### config.mk
export PLATFORM = sky130hd
export DESIGN_NAME = lcdfi_core
export DESIGN_NICKNAME = d
export VERILOG_FILES = /design/src/hdl/lcdfi_pkg.sv /design/src/hdl/lcdfi_core.sv
export SDC_FILE = /design/constraint.sdc
export NUM_CORES = 1
export LEC_CHECK = 0
export BUFFER_PORTS_ARGS = -buffer_cell sky130_fd_sc_hd__buf_2
export CAP_MARGIN = 20
export CORE_ASPECT_RATIO = 0.9
export CORE_UTILIZATION = 59
export DETAILED_ROUTE_END_ITERATION = 12
export PLACE_DENSITY_LB_ADDON = 0.08
export SYNTH_ARGS = -nofsm -noshare
export SYNTH_HDL_FRONTEND = slang
export SYNTH_SLANG_ARGS = --single-unit
### constraint.sdc
create_clock -name clk -period 2.9 [get_ports clk]
set_input_delay 0.145 -clock clk [delete_from_list [all_inputs] [get_ports clk]]
set_output_delay 0.145 -clock clk [all_outputs]
set_load 0.05 [all_outputs]
### src/hdl/lcdfi_pkg.sv
// package: register map, field positions and reset values of the lcd frame block
`default_nettype none
package lcdfi_pkg;
  // geometry of the upper segment bank
  localparam int NUM_PIX = 12;
  localparam int NUM_COM = 4;
  localparam int NUM_SEG = 18;
  localparam int PIX_PER_COM = 3;
  // byte offsets on the register bus
  localparam logic [7:0] OFF_PIX_BASE = 8'h00;
  localparam logic [7:0] OFF_CTRL     = 8'h30;
  localparam logic [7:0] OFF_STATUS   = 8'h34;
  localparam logic [7:0] OFF_MASK     = 8'h38;
  localparam logic [7:0] OFF_STATE    = 8'h3C;
  // word indices of the control group
  localparam logic [3:0] IDX_CTRL   = 4'hC;
  localparam logic [3:0] IDX_STATUS = 4'hD;
  localparam logic [3:0] IDX_MASK   = 4'hE;
  localparam logic [3:0] IDX_STATE  = 4'hF;
  // lcd_control_register fields
  localparam int CTRL_EN      = 7;
  localparam int CTRL_SLPSEL  = 6;
  localparam int CTRL_WRITE_ERROR_FLAG    = 5;
  localparam int CTRL_TYPEB   = 4;
  localparam int CTRL_DIVCLK  = 3;
  localparam int CTRL_MUX_LO  = 0;
  localparam logic [7:0] CTRL_RST = 8'h03;
  // multiplex_select encodings
  localparam logic [1:0] MUX_STATIC = 2'h0;
  localparam logic [1:0] MUX_QUART  = 2'h3;
  // status and mask fields
  localparam int ST_FRAME = 0;
  localparam int ST_WRITE_ERROR_FLAG  = 1;
  localparam logic [1:0] STATUS_RST = 2'h0;
  localparam logic [1:0] MASK_RST   = 2'h0;
  localparam logic [7:0] PIX_RST    = 8'h00;

  // whole state of the block, registered in one place
  typedef struct packed {
    logic [7:0]                  ctrl;
    logic [NUM_PIX-1:0][7:0]     pix;
    logic [1:0]                  status;
    logic [1:0]                  mask;
    logic [1:0]                  slot;
    logic                        half;
    logic                        odd;
    logic                        window;
    logic [NUM_COM-1:0]          com_out;
    logic [NUM_COM-1:0]          com_drive;
    logic [NUM_SEG-1:0]          seg_out;
    logic                        irq;
    logic                        wake;
    logic                        pready;
    logic                        pslverr;
    logic [31:0]                 prdata;
  } lcdfi_state_s;
endpackage
`default_nettype wire

### src/hdl/lcdfi_core.sv
// lcd waveform generator with frame interrupt and apb register file
//
// Function
// waveforms keep zero DC on every pixel
// one common per slot, segments carry its data
// pixel sees only dark or clear rms
// type A inverts phase inside each slot
// type B inverts phase at frame boundary
// divided system clock always stops in sleep
// software sleeps only at zero pixel DC
// frame starts at first common leading edge
// frame interrupt after last pixel fetch
// software writes pixels inside write window
// type B pixel data stable per frame pair
// type B interrupt only after frame pair
// locked pixel write discarded, error flag set
// no interrupt for type A or static
// commons 0,1 use pixel registers 12-17
// commons 2,3 use pixel registers 18-23
// sleep select stops or keeps display running
// wake at frame boundary when interrupt enabled
// scan one to four commons per mux
`default_nettype none
module lcdfi_core #(
  parameter int ADDR_W = 8
) (
  input  wire logic              clk,
  input  wire logic              resetn,
  input  wire logic              ce,
  input  wire logic              psel,
  input  wire logic              penable,
  input  wire logic              pwrite,
  input  wire logic [ADDR_W-1:0] paddr,
  input  wire logic [31:0]       pwdata,
  output var  logic [31:0]       prdata,
  output var  logic              pready,
  output var  logic              pslverr,
  input  wire logic              lcd_tick,
  input  wire logic              sleep_req,
  output var  logic [3:0]        com_out,
  output var  logic [3:0]        com_drive,
  output var  logic [17:0]       seg_out,
  output var  logic              irq,
  output var  logic              wake
);

  lcdfi_pkg::lcdfi_state_s s;
  lcdfi_pkg::lcdfi_state_s next_s;

  logic        acc_first;
  logic        acc_done;
  logic        hit;
  logic [3:0]  idx;
  logic [1:0]  mux;
  logic        type_b;
  logic        stopped;
  logic        gen_int;
  logic        wr_ok;
  logic        phase;
  logic        frame_evt;
  logic        write_error_flag_evt;
  logic [1:0]  rd_clear;
  logic [31:0] rd_word;
  logic [17:0] row;

  // a word is mapped when aligned and inside the sixteen-word window
  function automatic logic lcdfi_hit(input logic [ADDR_W-1:0] a);
    return (a[ADDR_W-1:6] == '0) && (a[1:0] == 2'h0);
  endfunction

  // pixel bits for one common, ascending segment order from bit 0
  function automatic logic [17:0] lcdfi_row(input logic [lcdfi_pkg::NUM_PIX-1:0][7:0] p,
                                            input logic [1:0] c);
    logic [17:0] r;
    r = 18'h0_0000;
    case (c)
      // first two commons
      2'h0: r = {p[2][1:0], p[1], p[0]};
      2'h1: r = {p[5][1:0], p[4], p[3]};
      // third and fourth commons
      2'h2: r = {p[8][1:0], p[7], p[6]};
      2'h3: r = {p[11][1:0], p[10], p[9]};
      default: r = 18'h0_0000;
    endcase
    return r;
  endfunction

  // decoded control fields
  assign mux    = s.ctrl[lcdfi_pkg::CTRL_MUX_LO +: 2];
  assign type_b = s.ctrl[lcdfi_pkg::CTRL_TYPEB];
  assign idx    = paddr[5:2];
  assign hit    = lcdfi_hit(paddr);

  // apb phases: one wait cycle so read data comes from a flop
  assign acc_first = psel && penable && !s.pready;
  assign acc_done  = psel && penable && s.pready;

  // divided system clock ignores the sleep select
  // otherwise the select decides stop or run
  assign stopped = sleep_req && (s.ctrl[lcdfi_pkg::CTRL_SLPSEL] ||
                                 s.ctrl[lcdfi_pkg::CTRL_DIVCLK]);

  // only type B with more than one common interrupts
  assign gen_int = type_b && (mux != lcdfi_pkg::MUX_STATIC);

  // pixel writes are locked outside the window in type B multiplex
  assign wr_ok = !s.ctrl[lcdfi_pkg::CTRL_EN] || !gen_int || s.window;

  // read mux; state word shows the live scan position
  always_comb begin
    rd_word = 32'h0000_0000;
    if (idx < 4'(lcdfi_pkg::NUM_PIX)) begin
      rd_word[7:0] = s.pix[idx];
    end else if (idx == lcdfi_pkg::IDX_CTRL) begin
      rd_word[7:0] = s.ctrl;
    end else if (idx == lcdfi_pkg::IDX_STATUS) begin
      rd_word[1:0] = s.status;
    end else if (idx == lcdfi_pkg::IDX_MASK) begin
      rd_word[1:0] = s.mask;
    end else begin
      rd_word[4:0] = {s.odd, s.half, s.slot, s.ctrl[lcdfi_pkg::CTRL_EN] && !stopped};
    end
  end

  // next-state logic for bus, scan engine and outputs
  always_comb begin
    next_s    = s;
    frame_evt = 1'b0;
    write_error_flag_evt  = 1'b0;
    rd_clear  = 2'h0;
    row       = 18'h0_0000;
    phase     = 1'b0;
    if (ce) begin
      next_s.pready  = 1'b0;
      next_s.pslverr = 1'b0;
      next_s.wake    = 1'b0;
      // first access cycle latches read data and the error answer
      if (acc_first) begin
        next_s.pready  = 1'b1;
        next_s.pslverr = !hit;
        next_s.prdata  = hit ? rd_word : 32'h0000_0000;
      end
      // completion edge: writes land, status read clears what was shown
      if (acc_done && hit) begin
        if (pwrite) begin
          if (idx < 4'(lcdfi_pkg::NUM_PIX)) begin
            // locked write is dropped and flagged
            if (wr_ok) begin
              next_s.pix[idx] = pwdata[7:0];
            end else begin
              write_error_flag_evt = 1'b1;
            end
          end else if (idx == lcdfi_pkg::IDX_CTRL) begin
            next_s.ctrl = pwdata[7:0];
            // error flag only clears by writing zero, never sets by software
            next_s.ctrl[lcdfi_pkg::CTRL_WRITE_ERROR_FLAG] = pwdata[lcdfi_pkg::CTRL_WRITE_ERROR_FLAG] &&
                                                s.ctrl[lcdfi_pkg::CTRL_WRITE_ERROR_FLAG];
          end else if (idx == lcdfi_pkg::IDX_MASK) begin
            next_s.mask = pwdata[1:0];
          end
        end else if (idx == lcdfi_pkg::IDX_STATUS) begin
          rd_clear = s.prdata[1:0];
        end
      end

      // scan engine
      if (!s.ctrl[lcdfi_pkg::CTRL_EN]) begin
        next_s.slot   = 2'h0;
        next_s.half   = 1'b0;
        next_s.odd    = 1'b0;
        next_s.window = 1'b0;
      end else if (!stopped && lcd_tick) begin
        if (!type_b && !s.half) begin
          // type A second half of the slot is the inverse
          next_s.half = 1'b1;
        end else begin
          next_s.half = 1'b0;
          // last slot index equals the mux setting
          if (s.slot == mux) begin
            next_s.slot = 2'h0;
            // frame phase flips at each frame boundary
            next_s.odd  = !s.odd;
          end else begin
            next_s.slot = s.slot + 2'h1;
          end
          // last row fetched in the second frame of the pair
          // so the interrupt marks a complete phase interval
          if (gen_int && next_s.slot == mux && next_s.odd) begin
            frame_evt     = 1'b1;
            next_s.window = 1'b1;
          end
          // boundary is the start of the first common slot
          if (next_s.slot == 2'h0 && !next_s.odd) begin
            next_s.window = 1'b0;
            // wake on the pair boundary when frame interrupt enabled
            next_s.wake = sleep_req && gen_int && s.mask[lcdfi_pkg::ST_FRAME];
          end
        end
      end

      // sticky events: set wins over the read clear
      next_s.status = (s.status & ~rd_clear) | {write_error_flag_evt, frame_evt};
      if (write_error_flag_evt) begin
        next_s.ctrl[lcdfi_pkg::CTRL_WRITE_ERROR_FLAG] = 1'b1;
      end

      // drive waveforms from the next scan position
      row   = lcdfi_row(next_s.pix, next_s.slot);
      phase = next_s.ctrl[lcdfi_pkg::CTRL_TYPEB] ? next_s.odd : next_s.half;
      if (next_s.ctrl[lcdfi_pkg::CTRL_EN] && !stopped) begin
        // only the active common is driven, the rest sit at mid bias
        next_s.com_drive = 4'h1 << next_s.slot;
        next_s.com_out   = phase ? (4'h1 << next_s.slot) : 4'h0;
        // segment inverts with common so both halves cancel in DC
        // pixel on gives opposite levels, pixel off gives equal levels
        next_s.seg_out   = row ^ {18{phase}};
      end else begin
        // stopped panel is held at the minimum level
        next_s.com_drive = 4'h0;
        next_s.com_out   = 4'h0;
        next_s.seg_out   = 18'h0_0000;
      end
      next_s.irq = |(next_s.status & next_s.mask);
    end
  end

  // single state register; pixel data resets to PIX_RST along with the rest of the state
  always_ff @(posedge clk or negedge resetn) begin
    if (!resetn) begin
      s           <= '0;
      s.ctrl      <= lcdfi_pkg::CTRL_RST;
      s.status    <= lcdfi_pkg::STATUS_RST;
      s.mask      <= lcdfi_pkg::MASK_RST;
      s.pix       <= {lcdfi_pkg::NUM_PIX{lcdfi_pkg::PIX_RST}};
    end else begin
      s <= next_s;
    end
  end

  // outputs straight from the state register
  assign prdata    = s.prdata;
  assign pready    = s.pready;
  assign pslverr   = s.pslverr;
  assign com_out   = s.com_out;
  assign com_drive = s.com_drive;
  assign seg_out   = s.seg_out;
  assign irq       = s.irq;
  assign wake      = s.wake;
endmodule
`default_nettype wire

==> out/metrics.cfg, run 1 <==
[outcome]
status=finished, final reports clean

[clock_tree]
numClockSinks=151
root_buffer=clkbuf_16
htree_levels=4
cts_setup_buffers=0
cts_tree=built
clk_path_buf_depth=2
clkTransAtPathRegs_ps=60
worst_skew_pair.late_latency_ps=430
cts-buffers-inserted=17

[setup_path]
r2r_slack_ps=160
cp_slowest_stage_delay_ps=630
cpMostUsedCell=o211ai_1
crit_path_cell_trace=o211ai_1, o211ai_1, or3_1, mux2i_1, a221oi_2, xor2_1, o2bb2ai_1
start_kind=register
timing.rr.start=mux[0]$_DFFE_PN1P_
end_kind=register
cp.required_ps=3210
critPathTopFamily=compound AO/OA/AOI/OAI gates
worstPathArrival_ps=3050
cp_max_fo=9
path_buf_inv=0
path_class=reg -> reg
rr_endpoint=seg_out[5]$_DFFE_PN0P_
cp_slowest_cell=or3_1
ff2ff_path_depth=7

[floorplanning]
die_y_um=121
pin_count=110
die-width_um=134
coreArea_um2=15300
dieArea_um2=16200
start_util_pct=60.2
fp-row-count=43

[pwr]
p_leak_nw=5.22
pwr-share-comb_pct=7.3
switching_share_pct=24.7
p_seq_share_pct=45.1
p_per_area_nw_per_um2=464
p_int_mw=3.55
p_switching_mw=1.16
p_clk_share_pct=47.6
peakVddDrop_v=0.000454
power.total_mw=4.71

[synthesis]
seq_area_frac_synth_pct=40.9
netlist_area_um2=9230
synthSimpleGateAreaFrac_pct=6.42
synth_cells=767
synth_area_leaders=dfrtp_1 (40%), mux2_2 (11%), mux2i_1 (8.3%)
synthMuxAreaShare_pct=29.2
synth_xor_area_share_pct=2.18
synth_area_leader_cell=dfrtp_1
synth-main-ff-cell=dfrtp_1
syn_area_per_cell_um2=12.0
ys_warn_count=0
synth_top_family_by_area=multiplexers
synth_edf_count=0
synth_top_area_share_pct=40.4
synthAdderAreaFrac_pct=0
synth_cell_types=57
synth_compound_area_share_pct=12.4
synthArstFlopShare_pct=100
ys_ff_latch=151

[global_route]
grt_remaining_overflow=0
antenna_found_initial=0
grt_pass1_wl_mm=37.9
grt_pass1_vias=6506
grt_start_max_net_pins=100
grtUsageTotal_pct=31.8

[min_path]
hold_depth=3
hp-start=sleep_req
hp-class=in -> reg
hold_end=wake$_DFFE_PN0P_

[layout]
layout-drive-gt1-share_pct=37.6
antenna_cells=0
fin_nets=836
final_util_pct=66.2
syn_to_final_growth_pct=9.97
final_cell_mix=dfrtp_1 (149), mux2_2 (87), mux2i_1 (77)
final_common_cell=dfrtp_1

[sta]
hold_violations=0
setup_viol_count_final=0
finalCritPeriodShare_pct=94.3
drv_slew=0
clock_skew_ps=6.63
slew_headroom_pct=36.6
period_minus_slack_ps=2740
rsz0062_at_grt=false
fmax_mhz=365
timing.setup.tns_ps=0
worst_pin_slew_ps=952

[placed_design]
gp_congestion=0.928
hpwl_mm=16.7
portBuffers=61

[routing]
vias=6511
drtAntennaViolNets=0
drc=0
post_drt_wl_per_cell_um=24.1
drtIter0Drc=438
drt_wl_total_mm=24.2
viasPerCell=6.49
first_pass_iters=5

[run]
maxCapViolCount=0

## state kept, by name, summed over array words and instances, names as in the netlist
| signal | flops |
|---|---|
| mux | 2 |
| com_out | 4 |
| seg_out | 18 |
| wake | 1 |
| com_drive | 4 |
| irq | 1 |
| pslverr | 1 |
| s | 111 |
| pready | 1 |
| prdata | 8 |
## cell type report
type / count / area, µm²
clock buffers: 21 / 480
clock inverters: 11 / 121
fillers: 1172 / 5180
inverters: 13 / 48.8
multi-input cells: 500 / 4760
flip-flops and latches: 151 / 3780
well taps: 202 / 253
repair buffers: 105 / 707
## worst register-to-register path, stage by stage, from the launching register on
cell and delay [ps]:
dfstp_2 610, o211ai_1 130, o211ai_1 360, or3_1 630
mux2i_1 200, a221oi_2 430, xor2_1 180, o2bb2ai_1 70
## layer usage
| metal | GRT usage (%) | routed length, µm |
|---|---|---|
| met1 | 42.5 | 10200 |
| met2 | 50.3 | 11700 |
| met3 | 5.91 | 1590 |
| met5 | 0 | 0 |
| met4 | 14.8 | 704 |
## stage by stage
step	setup slack, ps	area [µm²]	hold WS, ps	instances
final	164	10200	18.0	1003
after global routing	46.7	10200	15.7	1003
after CTS	186	10200	3.50	1003
after detailed placement	204	9540	336	970
after global placement	267	9540	315	970
after floorplan	530	9320	-151	790
## what timing repair did
item	CTS	global route
hold endpoints to repair	96	0
hold buffers	1	0
endpoints found under the setup margin	0	0
resized for setup	0	0
## synthesized netlist by cell type, drive strengths merged (2+ instances only)
cell     instances
nor2            14
mux2           111
and2             3
dfstp            2
nand2b           4
o32ai            3
and3             3
a22o            21
o21ai           19
dfrtp          149
xnor2            5
inv             13
o211ai           2
nand4            5
nand2           28
nor2b            3
nand3           11
clkbuf          42
nor4             5
a221oi          19
or3              5
a22oi            5
xor2            18
o2bb2ai         20
o2111ai         10
o31ai            6
mux2i           77
a32o             4
nor3             6
a31oi            5
nor4b            4
mux4            26
or2              7
o22ai            5
a21oi           11
buf             84
nor4bb           2
## power groups by stage
stage	combinational (mW)	sequential (mW)	clock [mW]
floorplan	0.239	2.17	0
global route	0.371	2.13	2.37
CTS	0.344	2.13	2.28
global placement	0.337	2.16	0
finish	0.344	2.13	2.24
detailed placement	0.342	2.17	0
## how the worst max path moves through the flow
stage | from | end | slack [ps] | depth (start not counted)
CTS | mux[0]$_DFFE_PN1P_ | seg_out[5]$_DFFE_PN0P_ | 190 | 7
finish | mux[0]$_DFFE_PN1P_ | seg_out[5]$_DFFE_PN0P_ | 160 | 7
global placement | mux[0]$_DFFE_PN1P_ | seg_out[5]$_DFFE_PN0P_ | 270 | 7
floorplan | pready$_DFFE_PN0P_ | seg_out[12]$_DFFE_PN0P_ | 530 | 8
detailed placement | mux[0]$_DFFE_PN1P_ | seg_out[5]$_DFFE_PN0P_ | 200 | 7
global route | mux[0]$_DFFE_PN1P_ | seg_out[5]$_DFFE_PN0P_ | 50 | 7
## cells by family after synthesis
family                    Yosys count
muxes                             214
xor gates and xnor gates           23
buffers and inverters             139
and+or+nand+nor                   104
AOI/OAI and AO/OA                 135
DFF                               151
other                               1
Power figures use the tool's default switching activity.
==> run 2: changes to the inputs <==
==> constraint.sdc (replaced) <==
create_clock -name clk -period 2.7 [get_ports clk]
set_input_delay 0.135 -clock clk [delete_from_list [all_inputs] [get_ports clk]]
set_output_delay 0.135 -clock clk [all_outputs]
set_load 0.05 [all_outputs]
==> run 2 against run 1 <==
  * Fmax rose by 4.5%
  * Flip-flop and latch count did not move
  * Critical path type unchanged
  * Via count rose by 0.57%
  * Largest power group unchanged
  * Hold slack improved by 73 ps
  * Cell count did not move
  * Count of clock-buffer cells in the layout rose by 2
  * First-iteration DRC count rose by 48%
  * Sequential power rose by 8%
  * Worst setup slack got worse by 82 ps
  * Power rose by 5.1%
  * Largest cell class unchanged
  * Combinational power rose by 9.3%
  * Core utilization rose by 0.074 points
==> out/metrics.cfg, run 2 (synthesis results as in run 1) <==
[pwr]
p_seq_share_pct=46.1
power.total_mw=4.96
p_switching_mw=1.22
pwr-share-comb_pct=7.6
p_clk_share_pct=46.3
p_leak_nw=5.23
peakVddDrop_v=0.000446
p_int_mw=3.74
switching_share_pct=24.6
p_per_area_nw_per_um2=488

[clock_tree]
cts-buffers-inserted=17
clk_path_buf_depth=2
numClockSinks=151
clkTransAtPathRegs_ps=60
htree_levels=4
cts_tree=built
worst_skew_pair.late_latency_ps=430
root_buffer=clkbuf_16

[setup_path]
cp-startpoint=mux[0]$_DFFE_PN1P_
end_kind=register
rr_endpoint=seg_out[13]$_DFFE_PN0P_
path_class=reg -> reg
cp_max_fo=11
cp.required_ps=3010
start_kind=register
worstPathArrival_ps=2920
ff2ff_path_depth=9
cp-endpoint=seg_out[13]$_DFFE_PN0P_
r2r_slack_ps=80
timing.rr.start=mux[0]$_DFFE_PN1P_

[sta]
timing.setup.tns_ps=0
drv_slew=0
finalCritPeriodShare_pct=97.0
worst_pin_slew_ps=684
setup_viol_count_final=0
fmax_mhz=382
period_minus_slack_ps=2620
rsz0062_at_grt=false
hold_violations=0
slew_headroom_pct=54.4
clock_skew_ps=9.21

[placed_design]
hpwl_mm=17.0
gp_congestion=0.951
dp.cells=970
portBuffers=61

[floorplanning]
dieArea_um2=16200
die-width_um=134
fp-row-count=43
pin_count=110
die_y_um=121
start_util_pct=60.2
coreArea_um2=15300

[routing]
post_drt_wl_per_cell_um=24.6
viasPerCell=6.53
drc=0
drt_wl_total_mm=24.6
vias=6548
drtIter0Drc=649
drtAntennaViolNets=0
first_pass_iters=5

[layout]
fillCellCount=1189
fin_nets=837
regMostFlops=s
ff_latch_area_um2=3780
antenna_cells=0
layout-drive-gt1-share_pct=37.3
instances_no_fill=1003
final_common_cell=dfrtp_1
syn_to_final_growth_pct=10.1
multi_input_area_um2=4780
final_cell_mix=dfrtp_1 (149), mux2_2 (87), mux2i_1 (77)
largest_reg_flops=111

[global_route]
grtUsageTotal_pct=32.2
grt_pass1_vias=6441
antenna_found_initial=0
grt_start_max_net_pins=70
grt_pass1_wl_mm=38.3
grt_remaining_overflow=0

[outcome]
status=finished, final reports clean

[min_path]
hp-class=in -> reg
hp-start=ce

[run]
maxCapViolCount=0

## run 2: stage by stage
stage               instance area (µm²)  util [%]  hold WS, ps  setup slack [ps]
floorplan                          9320         -         -161               330
global placement                   9570      62.4          195               162
detailed placement                 9570      62.4          199              61.9
CTS                               10100      66.2         69.2              29.1
global route                      10200      66.3          120              5.58
finish                            10200      66.3         91.4              81.6
## run 2: worst min path at each step
stage	endpoint	slack [ps]	cells past startpoint
after floorplan	com_drive[0]$_DFFE_PN0P_	-160	0
after global placement	seg_out[15]$_DFFE_PN0P_	200	1
after detailed placement	seg_out[16]$_DFFE_PN0P_	200	1
after CTS	pready$_DFFE_PN0P_	70	2
after global routing	pready$_DFFE_PN0P_	120	2
final	pready$_DFFE_PN0P_	90	2
## run 2: worst max-delay path: stages, from the launching register on
cell       delay [ps]
dfstp_2           600
o211ai_1          150
buf_4             230
o2111ai_1         190
buf_4             300
mux2i_1           110
a22o_1            270
a221oi_1          380
xor2_1            190
o2bb2ai_1          70
## run 2: final cells by class
cell class / count / share of cell area (%)
repair buffers: 106 / 7.30
flip-flops and latches: 151 / 37.2
multi-input cells: 500 / 47.1
clock inverters: 8 / 0.985
clock buffers: 23 / 4.50
well taps: 202 / 2.49
inverters: 13 / 0.480
## run 2: timing repair
action / in CTS / in global routing
resized for setup: 0 / 4
endpoints found under the hold margin: 66 / 0
hold buffers: 2 / 0
setup buffers: 0 / 0
endpoints found under the setup margin: 0 / 23
## run 2: metal layers
layer | GRT usage, % | up-vias | routed length [µm]
li1 | - | 2839 | -
met1 | 44.5 | 3395 | 10700
met2 | 50.0 | 277 | 11800
met3 | 6.12 | 37 | 1560
met4 | 13.2 | 0 | 624
met5 | 0 | - | 0
## run 2: power by group through the flow
| stage | clock network (mW) | logic, mW | registers (mW) |
|---|---|---|---|
| after floorplan | 0 | 0.256 | 2.33 |
| after global placement | 0 | 0.365 | 2.33 |
| after detailed placement | 0 | 0.372 | 2.33 |
| after CTS | 2.32 | 0.375 | 2.29 |
| after global routing | 2.41 | 0.404 | 2.29 |
| final | 2.30 | 0.376 | 2.29 |
==> run 3: changes to the inputs <==
--- a/config.mk
+++ b/config.mk
@@ -8,7 +8,7 @@
 export BUFFER_PORTS_ARGS = -buffer_cell sky130_fd_sc_hd__buf_2
 export CAP_MARGIN = 20
 export CORE_ASPECT_RATIO = 0.9
-export CORE_UTILIZATION = 59
+export CORE_UTILIZATION = 60
 export DETAILED_ROUTE_END_ITERATION = 12
 export PLACE_DENSITY_LB_ADDON = 0.08
 export SYNTH_ARGS = -nofsm -noshare
==> constraint.sdc (replaced) <==
create_clock -name clk -period 3.3 [get_ports clk]
set_input_delay 0.165 -clock clk [delete_from_list [all_inputs] [get_ports clk]]
set_output_delay 0.165 -clock clk [all_outputs]
set_load 0.05 [all_outputs]
==> run 3 against run 2 <==
  * First-iteration DRC count fell by 13%
  * Via count down 0.95%
  * Fmax shrank 12%
  * Global-route usage decreased by 0.40 points
  * Cell area is 1.6% lower
  * Critical endpoint is now seg_out[14]$_DFFE_PN0P_
  * Largest cell class unchanged
  * Highest routed layer unchanged
==> out/metrics.cfg, run 3 (synthesis results as in run 1) <==
[outcome]
status=finished, final reports clean

[routing]
viasPerCell=6.63
drc=0
drtIter0Drc=563
vias=6486
first_pass_iters=8
drtAntennaViolNets=0
drt_wl_total_mm=23.8
post_drt_wl_per_cell_um=24.3

[layout]
largest_reg_flops=111
fin_nets=816
syn_to_final_growth_pct=8.29
regMostFlops=s
antenna_cells=0
ff_latch_area_um2=3780
multi_input_area_um2=4770
fillCellCount=1121
final_common_cell=dfrtp_1
final_util_pct=67.2
instances_no_fill=978
layout-drive-gt1-share_pct=35.6
final_cell_mix=dfrtp_1 (149), mux2_2 (87), mux2i_1 (77)

[floorplanning]
dieArea_um2=15900
start_util_pct=62.1
pin_count=110
die_y_um=120
die-width_um=133
fp-row-count=42
coreArea_um2=14900

[setup_path]
cp.required_ps=3600
end_kind=register
start_kind=register
cp_max_fo=9
path_class=reg -> reg
worstPathArrival_ps=3280

[pwr]
p_leak_nw=5.14
peakVddDrop_v=0.000377
p_per_area_nw_per_um2=430

[placed_design]
dp.cells=946
hpwl_mm=16.4
portBuffers=61
gp_congestion=0.864

[clock_tree]
worst_skew_pair.late_latency_ps=430
numClockSinks=151
cts-buffers-inserted=17
cts_tree=built
root_buffer=clkbuf_16
clk_path_buf_depth=2
clkTransAtPathRegs_ps=60
cts_resized=0
htree_levels=4

[sta]
drv_slew=0
worst_pin_slew_ps=870
hold_violations=0
rsz0062_at_grt=false
period_minus_slack_ps=2970
slew_headroom_pct=42.0
setup_viol_count_final=0
timing.setup.tns_ps=0
fmax_mhz=336
finalCritPeriodShare_pct=90.1
clock_skew_ps=15.5

[min_path]
hp-class=in -> reg

[global_route]
grt_remaining_overflow=0
antenna_found_initial=0
grt_start_max_net_pins=80
grt_pass1_vias=6480
grtUsageTotal_pct=31.8
grt_pass1_wl_mm=37.5

[run]
maxCapViolCount=0

run 3: final cells by class:
cell class	instances	area share, %
clock buffer	20	4.47
inverter	13	0.488
multi-input combinational	500	47.7
sequential	151	37.8
tap	198	2.48
clock inverter	11	1.94
timing repair buffer	85	5.07
run 3: path summary, 6_finish.rpt:
check / from / to / slack, ps / cells after the start
worst max-delay path: mux[0]$_DFFE_PN1P_ / seg_out[14]$_DFFE_PN0P_ / 330 / 7
worst min-delay path: sleep_req / wake$_DFFE_PN0P_ / 40 / 3
worst max register to register: mux[0]$_DFFE_PN1P_ / seg_out[14]$_DFFE_PN0P_ / 330 / 7
worst min register to register: seg_out[10]$_DFFE_PN0P_ / seg_out[10]$_DFFE_PN0P_ / 480 / 1
max in group asynchronous: resetn / s[159]$_DFFE_PN0P_ / 2050 / 3
min in group asynchronous: resetn / seg_out[8]$_DFFE_PN0P_ / 370 / 2
run 3: critical path, cell delays in order, from the launching register on:
cell	delay, ps
dfstp_2	600
o211ai_1	140
o211ai_1	380
or3_1	580
mux2i_1	150
a221oi_1	730
xor2_1	190
o2bb2ai_1	70
run 3: routing by layer:
| layer | track usage, % | vias to the layer above | part of all wire [%] |
|---|---|---|---|
| met2 | 50.0 | 295 | 48 |
| met5 | 0 | - | 0 |
| met3 | 6.68 | 58 | 7.2 |
| met1 | 43.0 | 3328 | 42 |
| met4 | 13.6 | 0 | 2.9 |
| li1 | - | 2805 | - |
run 3: report_power, final:
part / leakage (nW) / switching, mW / internal [mW]
clock: 0.311 / 0.777 / 1.36
sequential: 2.10 / 0.00737 / 1.86
combinational: 2.73 / 0.233 / 0.0628
run 3: through the flow:
step / power, mW / cell area (µm²) / hold WS, ps / worst slack, ps
global route: 4.43 / 10000 / 50.3 / 128
floorplan: 2.12 / 9320 / -131 / 930
CTS: 4.33 / 10000 / 21.7 / 439
detailed placement: 2.20 / 9350 / 257 / 465
global placement: 2.19 / 9350 / 251 / 493
finish: 4.30 / 10000 / 35.4 / 326
run 3: repair_timing:
| item | CTS | global route |
|---|---|---|
| endpoints found under the hold margin | 76 | 0 |
| hold buffers | 1 | 0 |
| buffers inserted | 0 | 0 |
